`src/motor_drive_map.vh`:
```
// motor drive pulse control: register offsets, fields, reset values, timing
// included by the design files; defines only
`ifndef MOTOR_DRIVE_MAP_VH
`define MOTOR_DRIVE_MAP_VH

`define ADDR_CTRL        4'h0
`define ADDR_PULSE_TIME  4'h1
`define ADDR_PAUSE_TIME  4'h2
`define ADDR_RUN_LIMIT   4'h3
`define ADDR_STATUS      4'h4
`define ADDR_IRQ_MASK    4'h5
`define ADDR_STATE       4'h6

`define CTRL_TIMED_BIT     0
`define CTRL_SWAP_BIT      1
`define CTRL_RUNMON_BIT    2
`define CTRL_DIRMON_BIT    3
`define CTRL_RESET         32'h0000_0000

`define EV_RUNTIME_BIT     0
`define EV_DIRECTION_BIT   1
`define EV_DONE_BIT        2
`define EV_WIDTH           3

`define TIME_UNIT_MS       1
`define CLK_HZ             20000000
`define CYCLES_PER_MS      ((`CLK_HZ / 1000) * `TIME_UNIT_MS)
`define PULSE_TIME_RESET   32'h0000_05dc
`define PAUSE_TIME_RESET   32'h0000_03e8
`define RUN_LIMIT_RESET    32'h0000_2710
`define TRIP_PULSE_MS      200
`define TRIP_PULSE_CYCLES  (`TRIP_PULSE_MS * `CYCLES_PER_MS)

`endif

```
`src/ms_timer.v`:
```
// millisecond timer: counts whole ms while run is high, clears when run is low
// assumes sys_clk at the rate in motor_drive_map.vh
`timescale 1ns/1ps
`default_nettype none
`include "motor_drive_map.vh"

module ms_timer #(
   parameter integer TICK_CYCLES = `CYCLES_PER_MS
) (
   input wire sys_clk,
   input wire rst,
   input wire run,
   output reg [31:0] ms_count
);

reg [31:0] tick;

always @(posedge sys_clk or posedge rst)
begin
   if (rst)
   begin
      tick <= 32'h0;
      ms_count <= 32'h0;
   end
   else if (!run)
   begin
      tick <= 32'h0;
      ms_count <= 32'h0;
   end
   else if (tick == TICK_CYCLES - 1)
   begin
      tick <= 32'h0;
      ms_count <= ms_count + 32'h1;
   end
   else
      tick <= tick + 32'h1;
end

endmodule // ms_timer
`default_nettype wire

```
`src/trip_pulse.v`:
```
// fixed-length pulse stretcher for the protective switch relay
// start is a one-cycle request, retriggering restarts the length
`timescale 1ns/1ps
`default_nettype none
`include "motor_drive_map.vh"

module trip_pulse #(
   parameter integer LEN_CYCLES = `TRIP_PULSE_CYCLES
) (
   input wire sys_clk,
   input wire rst,
   input wire start,
   output reg pulse
);

reg [31:0] left;

always @(posedge sys_clk or posedge rst)
begin
   if (rst)
   begin
      left <= 32'h0;
      pulse <= 1'b0;
   end
   else if (start)
   begin
      left <= LEN_CYCLES - 1;
      pulse <= 1'b1;
   end
   else if (left != 32'h0)
      left <= left - 32'h1;
   else
      pulse <= 1'b0;
end

endmodule // trip_pulse
`default_nettype wire

```
`src/motor_drive_pulse_control.v`:
```
// Functional notes
// RQ1 - pulse type bit picks continuous or time-limited switching pulses
// RQ2 - continuous auto: pulse held until measurement back inside bandwidth
// RQ3 - continuous manual: pulse only while operator raise/lower held
// RQ4 - continuous follower: end on runtime, running fall, or master tap reached
// RQ5 - timed: end at pulse time, or earlier on running or tap change
// RQ6 - after each pulse a pause must fully elapse before the next
// RQ7 - motor unit holds running high for the whole tap change
// RQ8 - when enabled, time motor running against runtime limit
// RQ9 - over limit: runtime event and protective switch trip pulse
// RQ10 - runtime monitoring disabled: no check, event or trip
// RQ11 - wrong-direction tap change raises event, blocks auto until acknowledged
// RQ12 - direction monitoring suppressed in continuous mode
// RQ13 - standard maps increase to raise; swapped exchanges the outputs
// RQ14 - never raise and lower together; requests ignored during pulse or pause
//
// register port: one-cycle strobes, read data valid the cycle after read
// times in registers are in milliseconds; tap_up/tap_down are one-cycle pulses
//
// Implementation choices: the strobed register port and the register offsets.
`timescale 1ns/1ps
`default_nettype none
`include "motor_drive_map.vh"

module motor_drive_pulse_control #(
   parameter integer TICK_CYCLES = `CYCLES_PER_MS,
   parameter integer TRIP_CYCLES = `TRIP_PULSE_CYCLES
) (
   input wire sys_clk,
   input wire rst,
   input wire [3:0] reg_addr,
   input wire [31:0] reg_wdata,
   input wire reg_wr,
   input wire reg_rd,
   output reg [31:0] reg_rdata,
   input wire automatic_regulation_mode,
   input wire manual_regulation_mode,
   input wire follower_mode,
   input wire auto_increase,
   input wire auto_decrease,
   input wire in_bandwidth,
   input wire manual_increase,
   input wire manual_decrease,
   input wire master_tap_reached,
   input wire motor_running,
   input wire tap_up,
   input wire tap_down,
   output reg raise_out,
   output reg lower_out,
   output reg trip_out,
   output reg auto_blocked,
   output reg irq
);

localparam [3:0] ST_IDLE = 4'b0001;
localparam [3:0] ST_PULSE = 4'b0010;
localparam [3:0] ST_PAUSE = 4'b0100;
localparam [3:0] ST_SPARE = 4'b1000;

////////////////////////////////////////////////////////////////////////////
// registers

reg [31:0] ctrl;
reg [31:0] pulse_time;
reg [31:0] pause_time;
reg [31:0] run_limit;
reg [`EV_WIDTH-1:0] status;
reg [`EV_WIDTH-1:0] irq_mask;
reg [3:0] state;
reg cmd_increase;
reg cmd_manual;
reg running_q;
reg runtime_flagged;
reg [`EV_WIDTH-1:0] ev_set;

wire timed = ctrl[`CTRL_TIMED_BIT];
wire swap = ctrl[`CTRL_SWAP_BIT];
wire runmon = ctrl[`CTRL_RUNMON_BIT];
wire dirmon = ctrl[`CTRL_DIRMON_BIT];
wire pulse_active = (state == ST_PULSE);
wire [31:0] state_ms;
wire [31:0] run_ms;
wire trip_pulse_q;
wire state_timer_run;
wire [`EV_WIDTH-1:0] clr_bits = (reg_wr && reg_addr == `ADDR_STATUS) ?
   reg_wdata[`EV_WIDTH-1:0] : {`EV_WIDTH{1'b0}};

always @(posedge sys_clk or posedge rst)
begin
   if (rst)
   begin
      ctrl <= `CTRL_RESET;
      pulse_time <= `PULSE_TIME_RESET;
      pause_time <= `PAUSE_TIME_RESET;
      run_limit <= `RUN_LIMIT_RESET;
      irq_mask <= {`EV_WIDTH{1'b0}};
   end
   else if (reg_wr)
   begin
      case (reg_addr)
         `ADDR_CTRL: ctrl <= {28'h0, reg_wdata[3:0]};
         `ADDR_PULSE_TIME: pulse_time <= reg_wdata;
         `ADDR_PAUSE_TIME: pause_time <= reg_wdata;
         `ADDR_RUN_LIMIT: run_limit <= reg_wdata;
         `ADDR_IRQ_MASK: irq_mask <= reg_wdata[`EV_WIDTH-1:0];
         default: ;
      endcase
   end
end

always @(posedge sys_clk or posedge rst)
begin
   if (rst)
      reg_rdata <= 32'h0;
   else if (reg_rd)
   begin
      case (reg_addr)
         `ADDR_CTRL: reg_rdata <= ctrl;
         `ADDR_PULSE_TIME: reg_rdata <= pulse_time;
         `ADDR_PAUSE_TIME: reg_rdata <= pause_time;
         `ADDR_RUN_LIMIT: reg_rdata <= run_limit;
         `ADDR_STATUS: reg_rdata <= {29'h0, status};
         `ADDR_IRQ_MASK: reg_rdata <= {29'h0, irq_mask};
         `ADDR_STATE: reg_rdata <= {26'h0, auto_blocked, motor_running, state};
         default: reg_rdata <= 32'h0;
      endcase
   end
   else
      reg_rdata <= 32'h0;
end

////////////////////////////////////////////////////////////////////////////
// timers: one for pulse/pause length, one for motor running

ms_timer #(
   .TICK_CYCLES(TICK_CYCLES)
) u_state_timer (
   .sys_clk(sys_clk),
   .rst(rst),
   .run(state_timer_run),
   .ms_count(state_ms)
);

ms_timer #(
   .TICK_CYCLES(TICK_CYCLES)
) u_run_timer (
   .sys_clk(sys_clk),
   .rst(rst),
   .run(motor_running),
   .ms_count(run_ms)
);

////////////////////////////////////////////////////////////////////////////
// request selection and pulse end

reg req_any;
reg req_increase;
reg req_manual;
reg pulse_end;

always @*
begin
   req_any = 1'b0;
   req_increase = 1'b0;
   req_manual = 1'b0;
   // manual wins over auto; both directions at once is ignored
   if (manual_regulation_mode && (manual_increase ^ manual_decrease))
   begin
      req_any = 1'b1;
      req_increase = manual_increase;
      req_manual = 1'b1;
   end
   else if (automatic_regulation_mode && !auto_blocked && !in_bandwidth &&
            (auto_increase ^ auto_decrease))
   begin
      req_any = 1'b1;
      req_increase = auto_increase;
   end
end

wire tap_changed = tap_up | tap_down;
wire running_fell = running_q & ~motor_running;

always @*
begin
   pulse_end = 1'b0;
   if (timed)
      pulse_end = (state_ms >= pulse_time) || motor_running || tap_changed; // [RQ5]
   else if (cmd_manual)
      pulse_end = !manual_regulation_mode ||
         !(cmd_increase ? manual_increase : manual_decrease); // [RQ3]
   else if (follower_mode)
      pulse_end = (state_ms >= run_limit) || running_fell || master_tap_reached; // [RQ4]
   else
      pulse_end = in_bandwidth || !automatic_regulation_mode || auto_blocked; // [RQ2]
end

// timer drops for the end cycle, else the pause would inherit the pulse's time
assign state_timer_run = (pulse_active && !pulse_end) || (state == ST_PAUSE); // [RQ6]

////////////////////////////////////////////////////////////////////////////
// pulse / pause sequencer

always @(posedge sys_clk or posedge rst)
begin
   if (rst)
   begin
      state <= ST_IDLE;
      cmd_increase <= 1'b0;
      cmd_manual <= 1'b0;
   end
   else
   begin
      case (state)
         ST_IDLE:
         begin
            if (req_any) // [RQ1]
            begin
               state <= ST_PULSE;
               cmd_increase <= req_increase;
               cmd_manual <= req_manual;
            end
         end
         ST_PULSE:
         begin
            // new requests are not looked at here
            if (pulse_end) // [RQ14]
               state <= ST_PAUSE;
         end
         ST_PAUSE:
         begin
            if (state_ms >= pause_time) // [RQ6]
               state <= ST_IDLE;
         end
         default: state <= ST_IDLE;
      endcase
   end
end

// one path drives both relays so they can never overlap
always @(posedge sys_clk or posedge rst)
begin
   if (rst)
   begin
      raise_out <= 1'b0;
      lower_out <= 1'b0;
   end
   else if (state == ST_PULSE && !pulse_end)
   begin
      raise_out <= cmd_increase ^ swap; // [RQ13] [RQ14]
      lower_out <= ~(cmd_increase ^ swap); // [RQ13] [RQ14]
   end
   else
   begin
      raise_out <= 1'b0;
      lower_out <= 1'b0;
   end
end

////////////////////////////////////////////////////////////////////////////
// runtime and direction monitoring

// relies on running staying high for the whole tap change
wire runtime_over = runmon && motor_running && (run_ms > run_limit) &&
   !runtime_flagged; // [RQ7] [RQ8] [RQ10]

// a change opposite to the last command, seen during a pulse or its pause
wire dir_fault = dirmon && timed && (state != ST_IDLE) &&
   (cmd_increase ? (swap ? tap_up : tap_down) : (swap ? tap_down : tap_up)); // [RQ11] [RQ12]

always @*
begin
   ev_set = {`EV_WIDTH{1'b0}};
   ev_set[`EV_RUNTIME_BIT] = runtime_over; // [RQ9]
   ev_set[`EV_DIRECTION_BIT] = dir_fault; // [RQ11]
   ev_set[`EV_DONE_BIT] = pulse_active && pulse_end;
end

trip_pulse #(
   .LEN_CYCLES(TRIP_CYCLES)
) u_trip (
   .sys_clk(sys_clk),
   .rst(rst),
   .start(runtime_over), // [RQ9]
   .pulse(trip_pulse_q)
);

always @(posedge sys_clk or posedge rst)
begin
   if (rst)
   begin
      running_q <= 1'b0;
      runtime_flagged <= 1'b0;
      status <= {`EV_WIDTH{1'b0}};
      auto_blocked <= 1'b0;
      trip_out <= 1'b0;
      irq <= 1'b0;
   end
   else
   begin
      running_q <= motor_running;
      // one trip per run of the motor
      if (!motor_running)
         runtime_flagged <= 1'b0;
      else if (runtime_over)
         runtime_flagged <= 1'b1;
      status <= (status & ~clr_bits) | ev_set;
      // block lasts until software acknowledges the direction event
      auto_blocked <= (status[`EV_DIRECTION_BIT] & ~clr_bits[`EV_DIRECTION_BIT]) |
         ev_set[`EV_DIRECTION_BIT]; // [RQ11]
      trip_out <= trip_pulse_q & runmon; // [RQ10]
      irq <= |(((status & ~clr_bits) | ev_set) & irq_mask);
   end
end

endmodule // motor_drive_pulse_control
`default_nettype wire

```
`config.mk`:
```
export PLATFORM = sky130hd
export DESIGN_NAME = motor_drive_pulse_control
export DESIGN_NICKNAME = d
export VERILOG_FILES = /design/src/ms_timer.v /design/src/trip_pulse.v /design/src/motor_drive_pulse_control.v
export VERILOG_INCLUDE_DIRS = /design/src
export SDC_FILE = /design/constraint.sdc
export NUM_CORES = 1
export LEC_CHECK = 0
export BUFFER_PORTS_ARGS = -buffer_cell sky130_fd_sc_hd__buf_4
export CAP_MARGIN = 25
export CELL_PAD_IN_SITES_DETAIL_PLACEMENT = 0
export CELL_PAD_IN_SITES_GLOBAL_PLACEMENT = 1
export CORE_ASPECT_RATIO = 1.25
export CORE_MARGIN = 10
export CORE_UTILIZATION = 27
export DETAILED_ROUTE_END_ITERATION = 10
export PLACE_DENSITY_LB_ADDON = 0.1
export REMOVE_ABC_BUFFERS = 1
export SETUP_SLACK_MARGIN = 0.4
export SYNTH_ARGS = -nofsm -noshare
export SYNTH_HDL_FRONTEND = slang
export SYNTH_HIERARCHICAL = 1
export SYNTH_SLANG_ARGS = --single-unit
export TNS_END_PERCENT = 10
```
`constraint.sdc`:
```
create_clock -name sys_clk -period 16.8 [get_ports sys_clk]
set_clock_uncertainty 0.05 [all_clocks]
set_input_delay 5.04 -clock sys_clk [delete_from_list [all_inputs] [get_ports sys_clk]]
set_output_delay 5.04 -clock sys_clk [all_outputs]
set_load 0.02 [all_outputs]
```
==> impl_metrics.ini, run 1 <==
[placed_design]
dp_slack_ns = 8.92
place_hpwl_mm = 42.7
portBuffers = 88
placed_area_mm2 = 0.0194
place_congestion = 0.806

[clocking]
worstSkewPairLatency_ns = 0.56
cts_tree = built
cts_max_level = 2
cts.sinks = 310
cts_resized = 0
numCtsBuffers = 40
hold_buffers = 0
cts_root_buffer = clkbuf_16
ctsLongestPathBuffers = 3
path_clk_slew_ns = 0.06
post_cts_buffers = 0

[sta]
setup_viol = 0
fin_ws_ns = 9.72
period_share_pct = 42.1
worstMarginPinSlew_ns = 0.980
slew_headroom_pct = 34.1
min_period_ns = 7.08
hold_viol_final = 0
slew_viol_final = 0
setup_tns_ns = 0
rsz0062_at_grt = no
whs_ns = 0.422
fmax_ghz = 0.141

[drt]
dr.pass1.iters = 4
totalWireLength_mm = 57.9
wl_per_cell_um = 20.5
drc_errors = 0
drtAntennaViolNets = 0
drtIter0Drc = 639
vias_per_cell = 4.94
vias = 14000

[logic_synthesis]
ys_warn_count = 6
synth_edf_count = 0
synth_common_cells = dfrtp_1 (291), nor2_1 (180), nand2_1 (173), inv_1 (137), ha_1 (133)
yosys.area.top_type = dfrtp_1
synthCells = 1861
mappedNetlistArea_mm2 = 0.0177
yosys-top-cells-area = dfrtp_1 (41%), ha_1 (9.4%), mux2_1 (4.3%)
async_flop_share_pct = 100
yosysTopAreaCellShare_pct = 41.0
synth.most_common_cell = dfrtp_1
synth_area_per_cell_um2 = 9.54
synthFlopType = dfrtp_1
ys_ff_latch = 310
yosysSeqAreaShare_pct = 43.8
synth.distinct_cells = 77

[worst_setup_path]
worst_setup_path_end_kind = register
worstRegToRegCells = 11
r2r_slack_ns = 12.90
crit_path_max_fanout = 31
endpoint = u_state_timer/tick[31]
critPathLaunchType = primary input
worstPathRequired_ns = 17.23
critPathLaunch = in_bandwidth
arrival_ns = 7.51
critPathKind = primary input to register
r2r-start = run_limit[1]
r2r_end = u_trip/left[4]

[power]
power_switching_uw = 645
clkPwrFrac_pct = 39.8
leakagePower_nw = 8.86
seqPwrFrac_pct = 42.6
internal-power_mw = 1.46
p_sw_share_pct = 30.6
power_per_cell_area_mw_per_mm2 = 102
ir_worst_vdd_mv = 0.0547
combPwrFrac_pct = 17.6

[status]
status = completed

[global_routing]
grt_first_pass_wirelength_mm = 89.9
grt_overflow = 0
grt_pass1_vias = 14400
grt_usage_pct = 15.0
grt_max_degree = 86
antenna_found_initial = 5

[job]
drv_cap = 0

[floorplan]
start_util_pct = 27.1
coreArea_mm2 = 0.0654
design.portCount = 89
die_width_um = 249
dieHeight_um = 307
die-area_mm2 = 0.0764
row_count = 105

[hold_path]
hold_class = register to register

[cells_and_area]
n_antenna_cell = 0
drive_gt1_share_pct = 11.4
fin_nets = 2133
fillers = 6846
post-route-util_pct = 31.6
final_cell_area_mm2 = 0.0207
area_growth_pct = 16.5
==> through the flow <==
| step | power [mW] | std cells |
|---|---|---|
| 5_1_grt | 2.23 | 2827 |
| 6_report | 2.11 | 2827 |
| 4_1_cts | 2.15 | 2825 |
| 3_5_place_dp | 1.29 | 2760 |
| 3_3_place_gp | 1.28 | 2757 |
| 2_1_floorplan | 1.12 | 1796 |
==> layout make-up <==
| type | instances | area (µm²) | share of cell area [%] |
|---|---|---|---|
| clock buffer | 57 | 1170 | 5.64 |
| clock inverter | 8 | 67.6 | 0.327 |
| inverter | 137 | 519 | 2.51 |
| timing repair buffer | 110 | 881 | 4.26 |
| tap | 856 | 1070 | 5.18 |
| sequential | 310 | 7780 | 37.6 |
| multi-input combinational | 1349 | 9180 | 44.4 |
==> logic make-up (layout without fill, tap and decap cells) <==
| kind of cell | after synthesis | count (layout) | share of synthesized area, % |
|---|---|---|---|
| AND/OR/NAND/NOR | 699 | 699 | 20.4 |
| flip-flops | 310 | 310 | 43.8 |
| adder cells (fa/ha/maj) | 133 | 133 | 9.38 |
| XOR/XNOR | 96 | 96 | 4.74 |
| multiplexers | 89 | 89 | 5.73 |
| buffers and inverters | 202 | 312 | 4.52 |
| AO/OA/AOI/OAI | 332 | 332 | 11.4 |
==> power by group through the flow <==
stage,combinational (mW),clock [mW],sequential [mW]
after detailed placement,0.375,0,0.913
after global placement,0.368,0,0.911
after global routing,0.422,0.900,0.911
after floorplan,0.223,0,0.893
after CTS,0.378,0.874,0.900
final,0.371,0.839,0.900
==> state kept, by name (all words and copies together), names as in the netlist, 32 cells and up <==
name and cells:
pause_time 32, pulse_time 32, reg_rdata 32, run_limit 32, u_run_timer/ms_count 32, u_run_timer/tick 32
u_state_timer/ms_count 32, u_state_timer/tick 32, u_trip/left 32
==> critical path, stage by stage <==
cell	delay (ns)
buf_4	0.11
or4b_1	0.58
nor3b_1	0.22
a22oi_1	0.20
o211ai_1	0.16
o22ai_2	0.26
nand2_1	0.12
o21ai_1	0.10
buf_4	0.18
nand2b_1	0.11
buf_4	0.27
a21oi_1	0.16
==> cells in the final DEF, fill, tap and decap left out, types with 39 or more instances in the layout <==
master,count
inv_1,134
xnor2_1,39
nor2_1,179
clkbuf_16,41
xor2_1,57
o21ai_0,107
ha_1,133
buf_4,105
mux2_1,68
a21oi_1,92
dfrtp_1,291
nand3_1,58
nand4_1,61
nand2_1,170
or3_1,40
==> worst min-delay path by stage <==
| stage | start | to | slack, ns | cells after the start |
|---|---|---|---|---|
| 2_1_floorplan | runtime_flagged | status[0] | 0.38 | 1 |
| 3_3_place_gp | runtime_flagged | status[0] | 0.40 | 1 |
| 3_5_place_dp | runtime_flagged | status[0] | 0.41 | 1 |
| 4_1_cts | runtime_flagged | status[0] | 0.43 | 1 |
| 5_1_grt | pause_time[31] | pause_time[31] | 0.45 | 1 |
| 6_report | runtime_flagged | status[0] | 0.42 | 1 |
==> layer usage <==
layer	track usage, %	part of all wire (%)	vias to the layer above
li1	-	-	6803
met1	18.7	45	6925
met2	26.3	49	155
met3	2.52	3.0	79
met4	4.11	2.3	8
met5	0	0.086	-
(Power assumes the default switching activity.)
==> run 2, diff against run 1 <==
- ABC_AREA: unset -> 1
- clock period: 16.8 -> 6.5 ns (I/O delays scaled with it)
==> run 2 against run 1 <==
Effect of this change: global-route usage is 1.2 points higher; clock-buffer cell count is 2 lower; critical path depth rose by 3; sequential share of layout area fell by 3.6 points; final cell count grew 36%.
==> impl_metrics.ini, run 2 <==
[logic_synthesis]
synth_edf_count = 0
yosys.area.top_type = dfrtp_1
synth.distinct_cells = 47
yosysTopAreaCellShare_pct = 36.9
yosysSeqAreaShare_pct = 39.4
synthFlopType = dfrtp_1
synth.most_common_cell = nand2_1
ys_warn_count = 6
async_flop_share_pct = 100
mappedNetlistArea_mm2 = 0.0197
yosys-top-cells-area = dfrtp_1 (37%), nand2_1 (14%), ha_1 (8.4%)
synth_common_cells = nand2_1 (733), nor2_1 (396), inv_1 (371), dfrtp_1 (291), nand3_1 (195)
synth_area_per_cell_um2 = 7.13
synthCells = 2768
ys_ff_latch = 310

[clocking]
post_cts_buffers = 0
hold_buffers = 0
ctsLongestPathBuffers = 3
cts_max_level = 2
path_clk_slew_ns = 0.06
cts_resized = 0
worstSkewPairLatency_ns = 0.57
cts_tree = built
cts.sinks = 310
numCtsBuffers = 42
cts_root_buffer = clkbuf_16

[global_routing]
grt_first_pass_wirelength_mm = 107
gr-usage-met1_pct = 18.8
grt_usage_pct = 16.2
grt_pass1_vias = 18300
grt-busiest-layer = met2
grt_overflow = 0
grt_max_degree = 97
grtUsageMet3_pct = 2.25
use_met2_pct = 30.2
antenna_found_initial = 1

[power]
power_per_cell_area_mw_per_mm2 = 252
leakagePower_nw = 11.0
ir_worst_vdd_mv = 0.148

[sta]
hold_viol_final = 0
rsz0062_at_grt = no
slew_headroom_pct = 35.9
setup_tns_ns = 0
fmax_ghz = 0.244
worstMarginPinSlew_ns = 0.962
setup_viol = 0
min_period_ns = 4.10
period_share_pct = 63.1
slew_viol_final = 0
fin_ws_ns = 2.40

[floorplan]
dieHeight_um = 322
row_count = 110
coreArea_mm2 = 0.0723
die_width_um = 262
design.portCount = 89
start_util_pct = 27.3
die-area_mm2 = 0.0844

[worst_setup_path]
crit_chain = inv_1 > ha_1 > nand4_1 > nor2_1 > nand4_1 > nor3_1 > nand3_1 > nand3_1 > inv_1 > nand3_2 > inv_1 > inv_1 > nand4_4 > clkinv_4 > nor2_1
cp_slowest_cell = inv_1
worst_setup_path_end_kind = register
cp_num_buf_inv = 5
crit_path_max_fanout = 24
crit_top_cell = inv_1
critPathLaunchType = register
arrival_ns = 4.50
critPathKind = register to register
cp_top_family = simple AND/OR/NAND/NOR gates
worstPathRequired_ns = 6.90
critPathMaxStageDelay_ns = 0.74

[job]
drv_cap = 0

[cells_and_area]
final_common_cell = nand2_1
mostFrequentLayoutCells = nand2_1 (730), nor2_1 (396), inv_1 (368)
fillers = 7841
fin_nets = 3035
n_antenna_cell = 0
drive_gt1_share_pct = 9.75
area_growth_pct = 15.6

[drt]
wl_per_cell_um = 17.7
drc_errors = 0
vias = 17800
dr.pass1.iters = 5
drtIter0Drc = 953
totalWireLength_mm = 67.8
vias_per_cell = 4.63
drtAntennaViolNets = 0

[status]
status = completed

[placed_design]
dp_slack_ns = 2.04
place_congestion = 0.841
portBuffers = 88
place_hpwl_mm = 51.6

[hold_path]
hold_class = register to register
run 2: changes by cell type after synthesis, sizes merged, moves of 40 or more:
cell	change
inv	+249
mux2	-71
nand2	+578
nand3	+140
nor2	+243
o21ai	+51
or3	-40
run 2: stage by stage:
| stage | util [%] | instance area [µm²] | power [mW] | hold WS, ns | std cells |
|---|---|---|---|---|---|
| floorplan | - | 19400 | 2.95 | 0.380 | 2703 |
| global placement | 29.6 | 21400 | 3.33 | 0.397 | 3758 |
| detailed placement | 29.6 | 21400 | 3.34 | 0.400 | 3758 |
| CTS | 31.6 | 22800 | 5.86 | 0.408 | 3833 |
| global route | 31.6 | 22800 | 6.10 | 0.430 | 3833 |
| finish | 31.6 | 22800 | 5.75 | 0.406 | 3833 |
run 2: routing by layer:
layer | up-vias | part of all wire [%]
met2 | 250 | 53
met3 | 80 | 3.2
met4 | 2 | 2.4
met1 | 8365 | 42
li1 | 9067 | -
met5 | - | 0.019
run 2: where the power goes:
group	leakage, nW	internal, mW	switching (mW)
Combinational	6.23	0.320	0.678
Clock	0.700	1.51	0.954
Sequential	4.07	2.14	0.147
run 2: area by class of cell:
| class | count | area (µm²) | area share, % |
|---|---|---|---|
| tap | 952 | 1190 | 5.22 |
| sequential | 310 | 7780 | 34.1 |
| clock inverter | 20 | 268 | 1.17 |
| clock buffer | 55 | 1170 | 5.13 |
| inverter | 389 | 1470 | 6.45 |
| multi-input combinational | 2004 | 10200 | 44.5 |
| timing repair buffer | 103 | 786 | 3.44 |
run 2: path summary, 6_finish.rpt:
kind	from	to	slack, ns	depth (start not counted)
worst min register to register	u_run_timer/tick[0]	u_run_timer/tick[0]	0.41	1
worst max-delay path	run_limit[13]	u_trip/left[17]	2.40	15
min in group asynchronous	rst	run_limit[20]	1.41	2
max in group asynchronous	rst	u_run_timer/tick[19]	3.84	3
worst max register to register	run_limit[13]	u_trip/left[17]	2.40	15
worst min-delay path	u_run_timer/tick[0]	u_run_timer/tick[0]	0.41	1
run 2: cell families after synthesis:
| logic type | count (synthesis) | share of synthesized area [%] |
|---|---|---|
| xor gates and xnor gates | 34 | 1.51 |
| buffers and inverters | 454 | 9.23 |
| adders and majority gates | 133 | 8.43 |
| and+or+nand+nor | 1519 | 32.8 |
| AOI/OAI and AO/OA | 318 | 8.66 |
| DFF | 310 | 39.4 |
